===== src/verilog/adc_seq_pkg.sv =====
// Shared constants, timing counts and state types for the conversion sequencer
package adc_seq_pkg;
	// Clock and data widths
	localparam int CLK_PERIOD_NS = 10;
	localparam int RES_W         = 16;
	localparam int PAIR_W        = 2 * RES_W;
	localparam int FIFO_DEPTH    = 16;
	localparam int TIMER_W       = 8;
	localparam int PHASE_W       = 5;
	localparam int BIT_CNT_W     = 6;

	typedef logic [TIMER_W-1:0]   timer_t;
	typedef logic [PHASE_W-1:0]   phase_t;
	typedef logic [BIT_CNT_W-1:0] bitcnt_t;

	// Least times round up, never below one cycle
	function automatic int ceil_cycles(input int ns);
		int c;
		c = (ns + CLK_PERIOD_NS - 1) / CLK_PERIOD_NS;
		return (c < 1) ? 1 : c;
	endfunction

	// Longest times round down, never below one cycle
	function automatic int floor_cycles(input int ns);
		int c;
		c = ns / CLK_PERIOD_NS;
		return (c < 1) ? 1 : c;
	endfunction

	// Times as specified, in ns
	localparam int CONV_MAX_NORM_NS    = 1750;
	localparam int CONV_MAX_LP_NS      = 2000;
	localparam int EOC_A_MAX_NORM_NS   = 1000;
	localparam int EOC_A_MAX_LP_NS     = 1250;
	localparam int EOC_GAP_MIN_NS      = 45;
	localparam int EOC_B_MAX_NS        = 750;
	localparam int DATA_TO_BUSY_MIN_NS = 14;
	localparam int SYNC_RDC_NORM_NS    = 250;
	localparam int SYNC_RDC_LP_NS      = 500;
	localparam int SYNC_RAC_NORM_NS    = 750;
	localparam int SYNC_RAC_LP_NS      = 1000;
	localparam int SYNC_TO_BUSY_NS     = 25;
	localparam int FIRST_EDGE_FAST_NS  = 3;
	localparam int FIRST_EDGE_SLOW_NS  = 17;
	localparam int SCLK_MIN_NS [4]     = '{25, 50, 100, 200};
	localparam int SCLK_MAX_NS [4]     = '{40, 70, 140, 280};

	// Cycles from a pushed result to the parallel result registers
	localparam int RESULT_PIPE_CYC = 3;

	// Derived phase lengths in cycles
	localparam int GAP_I    = ceil_cycles(EOC_GAP_MIN_NS);
	localparam int B_I      = floor_cycles(EOC_B_MAX_NS);
	localparam int SETTLE_I = ceil_cycles(DATA_TO_BUSY_MIN_NS) + RESULT_PIPE_CYC;
	localparam timer_t GAP_CYC    = timer_t'(GAP_I);
	localparam timer_t B_CYC      = timer_t'(B_I);
	localparam timer_t SETTLE_CYC = timer_t'(SETTLE_I);
	// Channel A takes what is left of the conversion budget
	localparam timer_t A_CYC_NORM =
		timer_t'(floor_cycles(CONV_MAX_NORM_NS) - GAP_I - B_I - SETTLE_I);
	localparam timer_t A_CYC_LP   =
		timer_t'(floor_cycles(CONV_MAX_LP_NS) - GAP_I - B_I - SETTLE_I);
	localparam timer_t A_CAP_NORM = timer_t'(floor_cycles(EOC_A_MAX_NORM_NS));
	localparam timer_t A_CAP_LP   = timer_t'(floor_cycles(EOC_A_MAX_LP_NS));
	localparam timer_t SYNC_RDC_NORM_CYC = timer_t'(ceil_cycles(SYNC_RDC_NORM_NS));
	localparam timer_t SYNC_RDC_LP_CYC   = timer_t'(ceil_cycles(SYNC_RDC_LP_NS));
	localparam timer_t SYNC_RAC_NORM_CYC = timer_t'(ceil_cycles(SYNC_RAC_NORM_NS));
	localparam timer_t SYNC_RAC_LP_CYC   = timer_t'(ceil_cycles(SYNC_RAC_LP_NS));
	localparam timer_t TAIL_CYC          = timer_t'(ceil_cycles(SYNC_TO_BUSY_NS));
	localparam timer_t FIRST_FAST_CYC    = timer_t'(ceil_cycles(FIRST_EDGE_FAST_NS));
	localparam timer_t FIRST_SLOW_CYC    = timer_t'(ceil_cycles(FIRST_EDGE_SLOW_NS));
	// Serial clock period per divider code: least period rounded up
	localparam phase_t SCLK_PER_CYC [4] = '{
		phase_t'(ceil_cycles(SCLK_MIN_NS[0])), phase_t'(ceil_cycles(SCLK_MIN_NS[1])),
		phase_t'(ceil_cycles(SCLK_MIN_NS[2])), phase_t'(ceil_cycles(SCLK_MIN_NS[3]))};
	localparam bitcnt_t BITS_PER_FRAME = bitcnt_t'(PAIR_W);

	typedef enum {CV_IDLE, CV_A, CV_GAP, CV_B, CV_SETTLE} conv_state_t;
	typedef enum {SR_IDLE, SR_WAIT, SR_SHIFT, SR_TAIL} ser_state_t;
endpackage


===== src/verilog/result_stream_if.sv =====
// Valid/ready stream carrying result pairs between the sequencer and its FIFO
`timescale 1ns/1ps
interface result_stream_if #(parameter int W = 32);
	logic         valid;
	logic         ready;
	logic [W-1:0] data;
	modport tx (output valid, output data, input ready);
	modport rx (input valid, input data, output ready);
endinterface


===== src/verilog/dual_adc_sequencer.sv =====
// Conversion sequencer and result readout for a dual simultaneous-sampling converter
`timescale 1ns/1ps
// Contract
// - Busy lasts at most 1.75/2 us outside master read-after-convert.
// - Both channel conversions finish within 1.75/2 us of the start pulse.
// - End strobe stays high for channel A at most 1/1.25 us.
// - End strobe stays low at least 45 ns between channel A and B.
// - End strobe stays high for channel B at most 0.75 us.
// - Parallel result data valid within 1.75/2 us of start falling.
// - Parallel result valid at least 14 ns before busy falls.
// - Read-during-convert frame marker rises about 250/500 ns after start.
// - Read-after-convert serial clock period at least 25/50/100/200 ns per divider.
// - Read-after-convert serial clock period at most 40/70/140/280 ns per divider.
// - First serial clock edge at least 3 ns, else 17 ns, after frame marker.
// - Normal read-after-convert busy at most 3.25/4.25/6.25/10.75 us.
// - Low-power read-after-convert busy at most 3.5/4.5/6.5/11 us.
// - Read-after-convert frame marker rises about 0.75/1 us after start.
// - Busy falls about 25 ns after the frame marker falls.
// - Serial pins driven within 10 ns of chip select falling.
// - Serial pins released within 10 ns of chip select rising.
// - Serial order select high sends A then B, low sends B then A.
// - Pair select low converts first input pair, high the second.
module dual_adc_sequencer
	import adc_seq_pkg::*;
(
	// Clock, reset, enable
	input  wire logic                CLK_I,
	input  wire logic                SYS_RST_I,
	input  wire logic                CE_I,
	// Conversion control
	input  wire logic                CONVERT_START_N_I,
	input  wire logic                LOW_POWER_I,
	input  wire logic                INPUT_PAIR_SELECT_I,
	// Sampled analog core values
	input  wire logic [RES_W-1:0]    PAIR1_A_I,
	input  wire logic [RES_W-1:0]    PAIR1_B_I,
	input  wire logic [RES_W-1:0]    PAIR2_A_I,
	input  wire logic [RES_W-1:0]    PAIR2_B_I,
	// Readout configuration
	input  wire logic                SERIAL_MODE_I,
	input  wire logic                READ_AFTER_CONVERT_I,
	input  wire logic [1:0]          SERIAL_CLOCK_DIVIDER_I,
	input  wire logic                CHANNEL_ORDER_I,
	input  wire logic                CHIP_SELECT_N_I,
	input  wire logic                SERIAL_CHAIN_IN_I,
	input  wire logic                RESULT_HOLD_I,
	// Status
	output logic                     BUSY_O,
	output logic                     END_OF_CHANNEL_O,
	output logic                     START_READY_O,
	// Parallel results
	output logic [RES_W-1:0]         RESULT_A_O,
	output logic [RES_W-1:0]         RESULT_B_O,
	// Master serial pins
	output logic                     SERIAL_CLOCK_O,
	output logic                     SERIAL_CLOCK_OE_O,
	output logic                     FRAME_MARKER_O,
	output logic                     FRAME_MARKER_OE_O,
	output logic                     SERIAL_RESULT_OUT_O,
	output logic                     SERIAL_RESULT_OUT_OE_O
);
	import adc_seq_pkg::*;

	// Start edge detection and conversion state
	logic                start_n_q;
	conv_state_t         conv_state;
	conv_state_t         next_conv_state;
	timer_t              conv_timer;
	timer_t              since_start;
	logic                mode_lp;
	logic                mode_serial;
	logic                mode_rac;
	logic                sync_pending;
	logic [RES_W-1:0]    held_a;
	logic [RES_W-1:0]    held_b;

	// Serial engine state
	ser_state_t          ser_state;
	ser_state_t          next_ser_state;
	timer_t              ser_timer;
	phase_t              ser_phase;
	phase_t              next_ser_phase;
	bitcnt_t             bits_sent;
	logic [1:0]          div_q;
	logic [PAIR_W-1:0]   shift_reg;
	logic                result_fresh;

	// Streams around the result FIFO
	result_stream_if #(.W(PAIR_W)) push_s ();
	result_stream_if #(.W(PAIR_W)) pop_s ();

	result_fifo #(
		.WIDTH (PAIR_W),
		.DEPTH (FIFO_DEPTH)
	) u_fifo (
		.clk_i (CLK_I),
		.rst_i (SYS_RST_I),
		.ce_i  (CE_I),
		.in_s  (push_s),
		.out_s (pop_s)
	);

	// Start acceptance: refused while busy or when the FIFO has no room
	wire start_fall = start_n_q & ~CONVERT_START_N_I;
	wire ser_busy   = mode_rac & mode_serial & (ser_state != SR_IDLE);
	wire busy_now   = (conv_state != CV_IDLE) | ser_busy;
	wire accept     = start_fall & ~busy_now & push_s.ready;
	assign START_READY_O = ~busy_now & push_s.ready;

	// Phase lengths for the current power mode
	wire timer_t a_budget  = mode_lp ? A_CYC_LP : A_CYC_NORM;
	wire timer_t a_cap     = mode_lp ? A_CAP_LP : A_CAP_NORM;
	wire timer_t a_len     = (a_budget < a_cap) ? a_budget : a_cap;
	wire timer_t phase_len = (conv_state == CV_A)   ? a_len :
	                         (conv_state == CV_GAP) ? GAP_CYC :
	                         (conv_state == CV_B)   ? B_CYC :
	                         SETTLE_CYC;
	wire phase_done = (conv_timer == timer_t'(phase_len - 1'b1));

	// Conversion sequence: A, gap, B, settle; total fits the budget
	always_comb begin
		next_conv_state = conv_state;
		unique case (conv_state)
			CV_IDLE:   if (accept) next_conv_state = CV_A;
			CV_A:      if (phase_done) next_conv_state = CV_GAP;
			CV_GAP:    if (phase_done) next_conv_state = CV_B;
			CV_B:      if (phase_done) next_conv_state = CV_SETTLE;
			CV_SETTLE: if (phase_done) next_conv_state = CV_IDLE;
		endcase
	end

	// Sequencer registers
	always_ff @(posedge CLK_I) begin
		if (SYS_RST_I) begin
			start_n_q  <= 1'b1;
			conv_state <= CV_IDLE;
			conv_timer <= '0;
		end else if (CE_I) begin
			start_n_q  <= CONVERT_START_N_I;
			conv_state <= next_conv_state;
			conv_timer <= (next_conv_state != conv_state) ? '0 : conv_timer + 1'b1;
		end
	end

	// Sample hold and mode capture at an accepted start
	always_ff @(posedge CLK_I) begin
		if (SYS_RST_I) begin
			held_a      <= '0;
			held_b      <= '0;
			mode_lp     <= 1'b0;
			mode_serial <= 1'b0;
			mode_rac    <= 1'b0;
		end else if (CE_I && accept) begin
			held_a      <= INPUT_PAIR_SELECT_I ? PAIR2_A_I : PAIR1_A_I;
			held_b      <= INPUT_PAIR_SELECT_I ? PAIR2_B_I : PAIR1_B_I;
			mode_lp     <= LOW_POWER_I;
			mode_serial <= SERIAL_MODE_I;
			mode_rac    <= READ_AFTER_CONVERT_I;
		end
	end

	// Cycles since the start edge, saturating; arms one frame per start
	always_ff @(posedge CLK_I) begin
		if (SYS_RST_I) begin
			since_start  <= '0;
			sync_pending <= 1'b0;
		end else if (CE_I) begin
			if (accept) since_start <= 8'h01;
			else if (since_start != 8'hFF) since_start <= since_start + 1'b1;
			if (accept) sync_pending <= SERIAL_MODE_I;
			else if (ser_state == SR_IDLE && next_ser_state == SR_WAIT) sync_pending <= 1'b0;
		end
	end

	// Push the finished pair as channel B ends
	assign push_s.valid = (conv_state == CV_B) & phase_done;
	assign push_s.data  = {held_a, held_b};
	// Host hold stalls the drain so the FIFO can really fill
	assign pop_s.ready  = ~RESULT_HOLD_I;
	wire result_load    = pop_s.valid & pop_s.ready;

	// Parallel results: previous pair stays until the next one lands
	always_ff @(posedge CLK_I) begin
		if (SYS_RST_I) begin
			RESULT_A_O <= '0;
			RESULT_B_O <= '0;
		end else if (CE_I && result_load) begin
			RESULT_A_O <= pop_s.data[PAIR_W-1:RES_W];
			RESULT_B_O <= pop_s.data[RES_W-1:0];
		end
	end

	// Fresh flag for read-after-convert; a new load wins over consumption
	wire fresh_take = (ser_state == SR_WAIT) & (next_ser_state == SR_SHIFT);
	always_ff @(posedge CLK_I) begin
		if (SYS_RST_I) result_fresh <= 1'b0;
		else if (CE_I) begin
			if (result_load) result_fresh <= 1'b1;
			// A start drops an unsent older pair so a frame never ships stale data
			else if (fresh_take || accept) result_fresh <= 1'b0;
		end
	end

	// Serial timing selection
	wire timer_t sync_cyc  = mode_rac ? (mode_lp ? SYNC_RAC_LP_CYC : SYNC_RAC_NORM_CYC)
	                                  : (mode_lp ? SYNC_RDC_LP_CYC : SYNC_RDC_NORM_CYC);
	wire timer_t first_cyc = (div_q == 2'h0) ? FIRST_FAST_CYC : FIRST_SLOW_CYC;
	wire phase_t per_cyc   = SCLK_PER_CYC[div_q];
	wire phase_t low_cyc   = per_cyc >> 1;
	wire phase_end         = (ser_phase == phase_t'(per_cyc - 1'b1));
	wire last_bit          = (bits_sent == bitcnt_t'(BITS_PER_FRAME - 1'b1));
	wire wait_done         = (ser_timer >= timer_t'(first_cyc - 1'b1));
	// Read-after-convert waits for this conversion's pair
	wire data_ready        = ~mode_rac | result_fresh;

	// Serial frame sequence
	always_comb begin
		next_ser_state = ser_state;
		next_ser_phase = '0;
		unique case (ser_state)
			SR_IDLE:
				if (sync_pending && since_start >= sync_cyc) next_ser_state = SR_WAIT;
			SR_WAIT:
				if (wait_done && data_ready) next_ser_state = SR_SHIFT;
			SR_SHIFT: begin
				next_ser_phase = phase_end ? '0 : ser_phase + 1'b1;
				if (phase_end && last_bit) next_ser_state = SR_TAIL;
			end
			SR_TAIL:
				if (ser_timer == timer_t'(TAIL_CYC - 1'b1)) next_ser_state = SR_IDLE;
		endcase
	end

	// Serial control registers
	always_ff @(posedge CLK_I) begin
		if (SYS_RST_I) begin
			ser_state <= SR_IDLE;
			ser_timer <= '0;
			ser_phase <= '0;
			bits_sent <= '0;
			div_q     <= 2'h0;
		end else if (CE_I) begin
			ser_state <= next_ser_state;
			ser_timer <= (next_ser_state != ser_state) ? '0 : ser_timer + 1'b1;
			ser_phase <= next_ser_phase;
			if (ser_state == SR_IDLE) div_q <= SERIAL_CLOCK_DIVIDER_I;
			if (ser_state != SR_SHIFT) bits_sent <= '0;
			else if (phase_end) bits_sent <= bits_sent + 1'b1;
		end
	end

	// Shift register: loaded as clocking begins, MSB first
	always_ff @(posedge CLK_I) begin
		if (SYS_RST_I) shift_reg <= '0;
		else if (CE_I) begin
			if (fresh_take)
				shift_reg <= CHANNEL_ORDER_I ? {RESULT_A_O, RESULT_B_O}
				                             : {RESULT_B_O, RESULT_A_O};
			else if (ser_state == SR_SHIFT && phase_end)
				shift_reg <= {shift_reg[PAIR_W-2:0], SERIAL_CHAIN_IN_I};
		end
	end

	// Pin levels, registered; clock low first, data moves on falling edge
	always_ff @(posedge CLK_I) begin
		if (SYS_RST_I) begin
			SERIAL_CLOCK_O   <= 1'b0;
			FRAME_MARKER_O   <= 1'b0;
			BUSY_O           <= 1'b0;
			END_OF_CHANNEL_O <= 1'b0;
		end else if (CE_I) begin
			SERIAL_CLOCK_O   <= (next_ser_state == SR_SHIFT) && (next_ser_phase >= low_cyc);
			FRAME_MARKER_O   <= (next_ser_state == SR_WAIT) || (next_ser_state == SR_SHIFT);
			END_OF_CHANNEL_O <= (next_conv_state == CV_A) || (next_conv_state == CV_B);
			// Busy covers the conversion, and in read-after-convert the frame and tail
			BUSY_O <= (next_conv_state != CV_IDLE) ||
			          (mode_rac && mode_serial && next_ser_state != SR_IDLE);
		end
	end
	assign SERIAL_RESULT_OUT_O = shift_reg[PAIR_W-1];

	// Serial pins follow chip select with no clock delay
	wire serial_drive        = SERIAL_MODE_I & ~CHIP_SELECT_N_I;
	assign SERIAL_CLOCK_OE_O      = serial_drive;
	assign FRAME_MARKER_OE_O      = serial_drive;
	assign SERIAL_RESULT_OUT_OE_O = serial_drive;
endmodule


===== src/verilog/result_fifo.sv =====
// Result FIFO with registered read data and honest full/empty
`timescale 1ns/1ps
module result_fifo #(
	parameter int WIDTH = 32,
	parameter int DEPTH = 16
) (
	// Clock, reset, enable
	input  wire logic    clk_i,
	input  wire logic    rst_i,
	input  wire logic    ce_i,
	// Streams
	result_stream_if.rx  in_s,
	result_stream_if.tx  out_s
);
	localparam int AW = $clog2(DEPTH);
	localparam logic [AW:0] FULL_CNT = (AW+1)'(DEPTH);

	logic [WIDTH-1:0] mem [DEPTH];
	logic [AW-1:0]    wptr;
	logic [AW-1:0]    rptr;
	logic [AW:0]      count;
	logic             out_valid;
	logic [WIDTH-1:0] out_data;

	// Handshake decode
	wire push      = in_s.valid & in_s.ready;
	wire out_free  = ~out_valid | out_s.ready;
	wire pop       = out_free & (count != '0);
	assign in_s.ready  = (count != FULL_CNT);
	assign out_s.valid = out_valid;
	assign out_s.data  = out_data;

	// Storage array, no reset needed
	always_ff @(posedge clk_i) begin
		if (ce_i && push) begin
			mem[wptr] <= in_s.data;
		end
	end

	// Pointers and occupancy
	always_ff @(posedge clk_i) begin
		if (rst_i) begin
			wptr  <= '0;
			rptr  <= '0;
			count <= '0;
		end else if (ce_i) begin
			if (push) wptr <= wptr + 1'b1;
			if (pop) rptr <= rptr + 1'b1;
			count <= count + (AW+1)'(push) - (AW+1)'(pop);
		end
	end

	// Read register: holds head word until drained
	always_ff @(posedge clk_i) begin
		if (rst_i) begin
			out_valid <= 1'b0;
			out_data  <= '0;
		end else if (ce_i && out_free) begin
			out_valid <= pop;
			if (pop) out_data <= mem[rptr];
		end
	end
endmodule


===== config.mk =====
export PLATFORM = sky130hd
export DESIGN_NAME = dual_adc_sequencer
export DESIGN_NICKNAME = d
export VERILOG_FILES = /design/src/verilog/adc_seq_pkg.sv /design/src/verilog/result_stream_if.sv /design/src/verilog/dual_adc_sequencer.sv /design/src/verilog/result_fifo.sv
export SDC_FILE = /design/constraint.sdc
export NUM_CORES = 1
export LEC_CHECK = 0
export BUFFER_PORTS_ARGS = -buffer_cell sky130_fd_sc_hd__buf_2
export CORE_AREA = 2 2 278 252
export DETAILED_ROUTE_END_ITERATION = 10
export DIE_AREA = 0 0 280 254
export HOLD_SLACK_MARGIN = 0.15
export PLACE_DENSITY = 0.68
export SETUP_SLACK_MARGIN = 0.3
export SYNTH_ARGS = -nofsm -noshare
export SYNTH_HDL_FRONTEND = slang
export SYNTH_SLANG_ARGS = --single-unit
export TNS_END_PERCENT = 50

===== constraint.sdc =====
create_clock -name CLK_I -period 4.05 [get_ports CLK_I]
set_input_delay 0 -clock CLK_I [delete_from_list [all_inputs] [get_ports CLK_I]]
set_output_delay 0 -clock CLK_I [all_outputs]
set_load 0.03 [all_outputs]

**After elaboration in Yosys (flattened, before gate mapping)**

Memories as Yosys holds them, arrays and structs flattened. A register that Yosys moved wholly into a read port is not among the register bits.
Cells that the tools add are included.

- Memories kept: 1
- Word-level logic and storage cells: 174
- Input bits: 78
- Latch bits: 0
- Bits in writable memories: 512
- Flip-flop bits (word level): 221
- Memory bits (read-only): 0

Memories:

| name | words | width | read ports | clocked after memory_dff | write ports | line | source |
|---|---|---|---|---|---|---|---|
| u_fifo.mem | 16 | 32 | 1 | 1 | 1 | result_fifo.sv:18 | `logic [WIDTH-1:0] mem [DEPTH];` |

- Bitwise logic cells: 22
- Shift-type cells: 0
- Divide/modulo/power cells: 0
- Eq/ne operators: 25
- Reduce and logical (&&, ||, !) cells: 39
- $mul: 0
- Magnitude comparators: 5
- $add $sub $neg: 12
- Multiplexer cells: 43

Operators with widths:

| kind | number |
|---|---|
| two-way mux 32 bit | 12 |
| == test 32 x 2 -> 1 bit (second input constant) | 8 |
| == test 32 x 3 -> 1 bit (second input constant) | 6 |
| case mux 32 bit (5 select lines) | 1 |
| case mux 32 bit (4 select lines) | 1 |
| nonzero test 32 bit | 4 |
| zero test 32 bit | 3 |
| == test 32 x 1 -> 1 bit (second input constant) | 2 |
| inequality test 32 bit | 2 |
| two-way mux 6 bit | 6 |
| two-way mux 16 bit | 2 |
| two-way mux 8 bit | 4 |
| inequality test 32 x 3 -> 1 bit (second input constant) | 1 |
| two-way mux 7 bit | 4 |
| two-way mux 5 bit | 5 |
| adder 8 x 1 -> 8 bit (second input constant) | 3 |
| AND reduction 2 bit | 9 |
| bitwise AND 1 bit | 12 |
| logical AND 1 bit | 12 |
| binary-select mux 5 bit (select 2 bit) | 1 |
| nonzero test 2 bit | 5 |
| adder 4 x 1 -> 4 bit (second input constant) | 2 |
| == test 8 x 2 -> 1 bit (second input constant) | 1 |
| == test 8 bit | 1 |
| 24 further kinds | 39 |

**Depth between registers and ports, before layout**

- Depth in word-level cells: 14
- Gate-level depth with buffers: 15
- Gate-level depth less buffers: 15

**By module**

Synthesis repeated with hierarchy kept, for this count alone.

- Cells, all modules: 2074
- Area, all modules: 30719.5 um^2

By module, submodules not included:

| module | instances | area an instance (um^2) | cells an instance | seq. area each (um^2) |
|---|---|---|---|---|
| result_fifo | 1 | 21262.9 | 995 | 16295.6 |
| dual_adc_sequencer | 1 | 9456.6 | 1079 | 4144.0 |

**Least setup slack after synthesis**

No wires, ideal clock.

- Path kind: register to register
- Start point: reg conv_state[18]
- End point: mem u_fifo.mem[12][0], enable pin
- Stages on the path, launching flop included: 9
- Slack: 0.117 ns
- Buffers on the path: 1
- Setup time: 0.421 ns
- Required time: 3.629 ns
- Arrival time: 3.511 ns
- Path through: dfxtp_1 or4_4 nor4_4 nand2_2 nor4b_4 and4_1 buf_4 nand3_2 nor2_1

- Word-level cells in the longest chain between the ends: 11
- Elaborated cells between the ends (all ways): 13

Ends and longest elaborated chain:

| element | line | source |
|---|---|---|
| start: declaration | dual_adc_sequencer.sv:66 | `conv_state_t conv_state;` |
| start signal: assignment | dual_adc_sequencer.sv:140 | `conv_state <= next_conv_state;` |
| == test 32 x 3 -> 1 bit | dual_adc_sequencer.sv:116, dual_adc_sequencer.sv:176 |  |
| two-way mux 7 bit | dual_adc_sequencer.sv:116 | `(conv_state == CV_B) ? B_CYC :` |
| two-way mux 7 bit | dual_adc_sequencer.sv:115 | `(conv_state == CV_GAP) ? GAP_CYC :` |
| two-way mux 7 bit | dual_adc_sequencer.sv:114 | `wire timer_t phase_len = (conv_state == CV_A) ? a_len :` |
| subtractor 7 x 1 -> 8 bit | dual_adc_sequencer.sv:118 | `wire phase_done = (conv_timer == timer_t'(phase_len - 1'b1));` |
| == test 8 bit | dual_adc_sequencer.sv:118 |  |
| bitwise AND 1 bit * | dual_adc_sequencer.sv:176 | `assign push_s.valid = (conv_state == CV_B) & phase_done;` |
| bitwise AND 1 bit * | result_fifo.sv:26 | `wire push = in_s.valid & in_s.ready;` |
| logical AND 1 bit * | result_fifo.sv:35 | `if (ce_i && push) begin` |
| two-way mux 1 bit * | result_fifo.sv:35 |  |
| two-way mux 1 bit (not written as such) * | result_fifo.sv:36 | `mem[wptr] <= in_s.data;` |
| end: declaration | result_fifo.sv:18 |  |

Every way passes the cells marked *; elsewhere a longest branch is shown, timed or not.

**Worst setup path after layout**

- Start point: reg conv_state[2]
- End point: reg u_fifo.count[4]

- Word-level cells in the longest chain between the ends: 10
- Elaborated cells between the ends (all ways): 12

Ends and longest elaborated chain:

| element | line | source |
|---|---|---|
| == test 32 x 3 -> 1 bit | dual_adc_sequencer.sv:116, dual_adc_sequencer.sv:176 |  |
| two-way mux 7 bit | dual_adc_sequencer.sv:116 |  |
| two-way mux 7 bit | dual_adc_sequencer.sv:115 |  |
| two-way mux 7 bit | dual_adc_sequencer.sv:114 |  |
| subtractor 7 x 1 -> 8 bit | dual_adc_sequencer.sv:118 |  |
| == test 8 bit | dual_adc_sequencer.sv:118 |  |
| bitwise AND 1 bit * | dual_adc_sequencer.sv:176 |  |
| bitwise AND 1 bit * | result_fifo.sv:26 |  |
| adder 5 x 1 -> 5 bit * | result_fifo.sv:49 | `count <= count + (AW+1)'(push) - (AW+1)'(pop);` |
| subtractor 5 x 1 -> 5 bit * | result_fifo.sv:49 |  |
| end signal: assignment | result_fifo.sv:49 |  |
| end: declaration | result_fifo.sv:21 | `logic [AW:0] count;` |

Marked as above.
A chain may end at the register's enable or synchronous reset.

==> metrics <==
first-pass GRT wire length 104000 µm; Final Slew Violations 0; ratio of total power to cell area 546 nW/µm²; startpoint types flop; io pins 119; Mapped Nets 2133; largest reg by FF count u_fifo.mem; Hold Crit Class input pin to flop; max cap viols 0; critical path class flop to flop; flip-flop count of the largest register after layout 512; outcome completed; Slew @ Worst Pin 1.14 ns; most frequent cell after synthesis edfxtp_1; Final Setup Violations 0; max_slew headroom 23.9%; area share of the largest cell type after synthesis 50.5%; DR iter-0 viols 1774; chip height 254 µm; WP data required 4.53 ns; Cell Area, Synth 30500 µm²; vias in the first global route 17593; DR vias/cell 5.62; crit path time final 3.47 ns; layout filler cell count 5501; DRT Pass-1 Iters 5; Site Rows 91; reg2reg start conv_state[2]; initial antenna violation count 5; Synth Flop Type edfxtp_1; worst reg2reg setup slack 0.58 ns; CTS tree built; fraction of registers with async set/reset 0%; largest buffer count on any clock path 3; hold slack 0.231 ns; TritonCTS Buffers 76; Antenna Nets Post-Route 0; Syn Inst Count 2018; Distinct cells, synth 71; share of layout cells above drive strength 1 21.7%; clock sink count 765; Hold Fails Final Rpt 0; Die Area 71100 µm²; TNS Setup 0 ns; CP Max Fanout 11; final wirelength 68000 µm; min-delay src PAIR2_A_I[9]; Reg-to-Reg End u_fifo.count[4]; wire per inst 21.5 µm; gr ovfl total 0; Layout area overhead 18.0%; CP Capture Type flop; DRC Markers 0; CP arrival 3.95 ns; Seq/Total Area, Yosys 67.1%; leading post-synthesis cells by cell area edfxtp_1, dfxtp_1, mux4_2; dpl cell area 32400 µm²; global-route usage over all layers 19.3%; worst reg-to-reg path cell count 14; via count 17778; clock tree root driver cell clkbuf_16; Post-synth EDFFs 512; IO Port Bufs 118; Tcrit/Tclk final 85.6%; GPL Wtd Cong 0.840; Leakage 12.0 nW; setup bufs post-CTS 0; Max VDD drop 0.349 mV; skew final 0.0239 ns; # H-tree levels 3; Final Core Density 52.7%; Core Box Area 68200 µm²; Hold Path Sink held_a[9]; Final #Nets 2331; Initial Utilization 44.7%; Commonest cells post-synth edfxtp_1, dfxtp_1, nand2_1; Yosys Warn Count 0; clock latency on the worst-skew pair 0.63 ns; Worst-path clk slew 0.06 ns; hold path depth 4; hpwl dp 42700 µm; largest net degree at the start of global routing 110; f_max 288 MHz; syn avg cell area 15.1 µm²; Seq cells post-synth 765; RSZ-0062 raised after global routing false; Die Wd 280 µm; post-route cell area 35900 µm²; area leader, netlist edfxtp_1
[how the worst max path moves through the flow]
| stage | startpoint | endpoint | slack [ns] |
|---|---|---|---|
| 2_1_floorplan | conv_state[18] | u_fifo.mem[12][0] | 0.12 |
| 3_3_place_gp | conv_state[21] | u_fifo.count[4] | 0.47 |
| 3_5_place_dp | conv_state[21] | u_fifo.mem[6][21] | 0.49 |
| 4_1_cts | conv_state[21] | u_fifo.mem[6][15] | 0.47 |
| 5_1_grt | conv_state[2] | u_fifo.count[4] | 0.33 |
| 6_report | conv_state[2] | u_fifo.count[4] | 0.58 |
[area by class of cell]
class / instances / area [µm²] / area share [%]
Tap cell: 883 / 1100 / 3.07
Multi-Input combinational cell: 1102 / 9580 / 26.7
Clock buffer: 99 / 2140 / 5.96
Clock inverter: 41 / 578 / 1.61
Timing Repair Buffer: 243 / 1980 / 5.51
Inverter: 28 / 105 / 0.292
Antenna cell: 1 / 2.50 / 0.00696
Sequential cell: 765 / 20500 / 56.9
[metrics by stage]
step | worst slack [ns] | power [mW] | std cells
2_1_floorplan | 0.117 | 11.2 | 2018
3_3_place_gp | 0.472 | 12.2 | 2938
3_5_place_dp | 0.492 | 12.2 | 2938
4_1_cts | 0.473 | 19.8 | 3161
5_1_grt | 0.335 | 20.4 | 3161
6_report | 0.583 | 19.6 | 3162
[cell usage in the layout, fill, tap and decap left out, types with 19 or more instances in the layout]
cell type      netlist  routed
nor2_1              97      85
nor4_1              24      24
inv_1               28      28
nand2_1            244     244
a211oi_1            36      36
mux2i_1             77      76
buf_4                3      23
nor2b_1             37      37
buf_2                8     117
and2_1              42      42
a21oi_1            120     120
xnor2_1             20      20
dfxtp_1            253     248
o211ai_1            35      35
ha_1                36      36
xor2_1              22      22
dlygate4sd3_1        0      83
buf_12               0      19
clkbuf_16            0      79
mux4_2             160     160
edfxtp_1           512     512
[cells by family after synthesis]
kind of cell               count (synthesis)  share of synthesized area [%]
DFF                                      765                           67.1
adders and majority gates                 37                           1.54
AOI/OAI and AO/OA                        239                           4.92
and+or+nand+nor                          544                           8.85
xor gates and xnor gates                  42                           1.21
muxes                                    240                           14.5
buffers and inverters                    151                           1.93
[power by group]
group	internal [mW]	switching [mW]
Clock	4.48	3.02
Sequential	8.60	0.428
Combinational	1.56	1.55
Total	14.6	5.00
[repair_timing]
item | CTS | global route
resized for setup | 0 | 3
endpoints found under the setup margin | 0 | 1
endpoints found under the hold margin | 146 | 0
hold buffers | 83 | 0
[metal layers]
layer | global-route usage (%) | up-vias | share of wire [%]
met5 | 0 | - | 0
met3 | 5.82 | 90 | 9.4
met1 | 27.8 | 8953 | 44
li1 | - | 8076 | -
met4 | 4.52 | 0 | 1.7
met2 | 29.0 | 659 | 44
[worst max-delay path, stage by stage (launching register included)]
cell and delay (ns):
dfxtp_1 0.42, nor4b_2 0.37, a21boi_1 0.32, mux2i_2 0.35
nor4b_4 0.10, and4_2 0.32, ha_1 0.26, fa_1 0.44
a21oi_1 0.15, nor2_1 0.05, nor2_1 0.12, xnor2_1 0.13
nand2_1 0.08, xor2_1 0.16, nor2_1 0.05
Note: power is estimated with default switching activity, not from simulation.
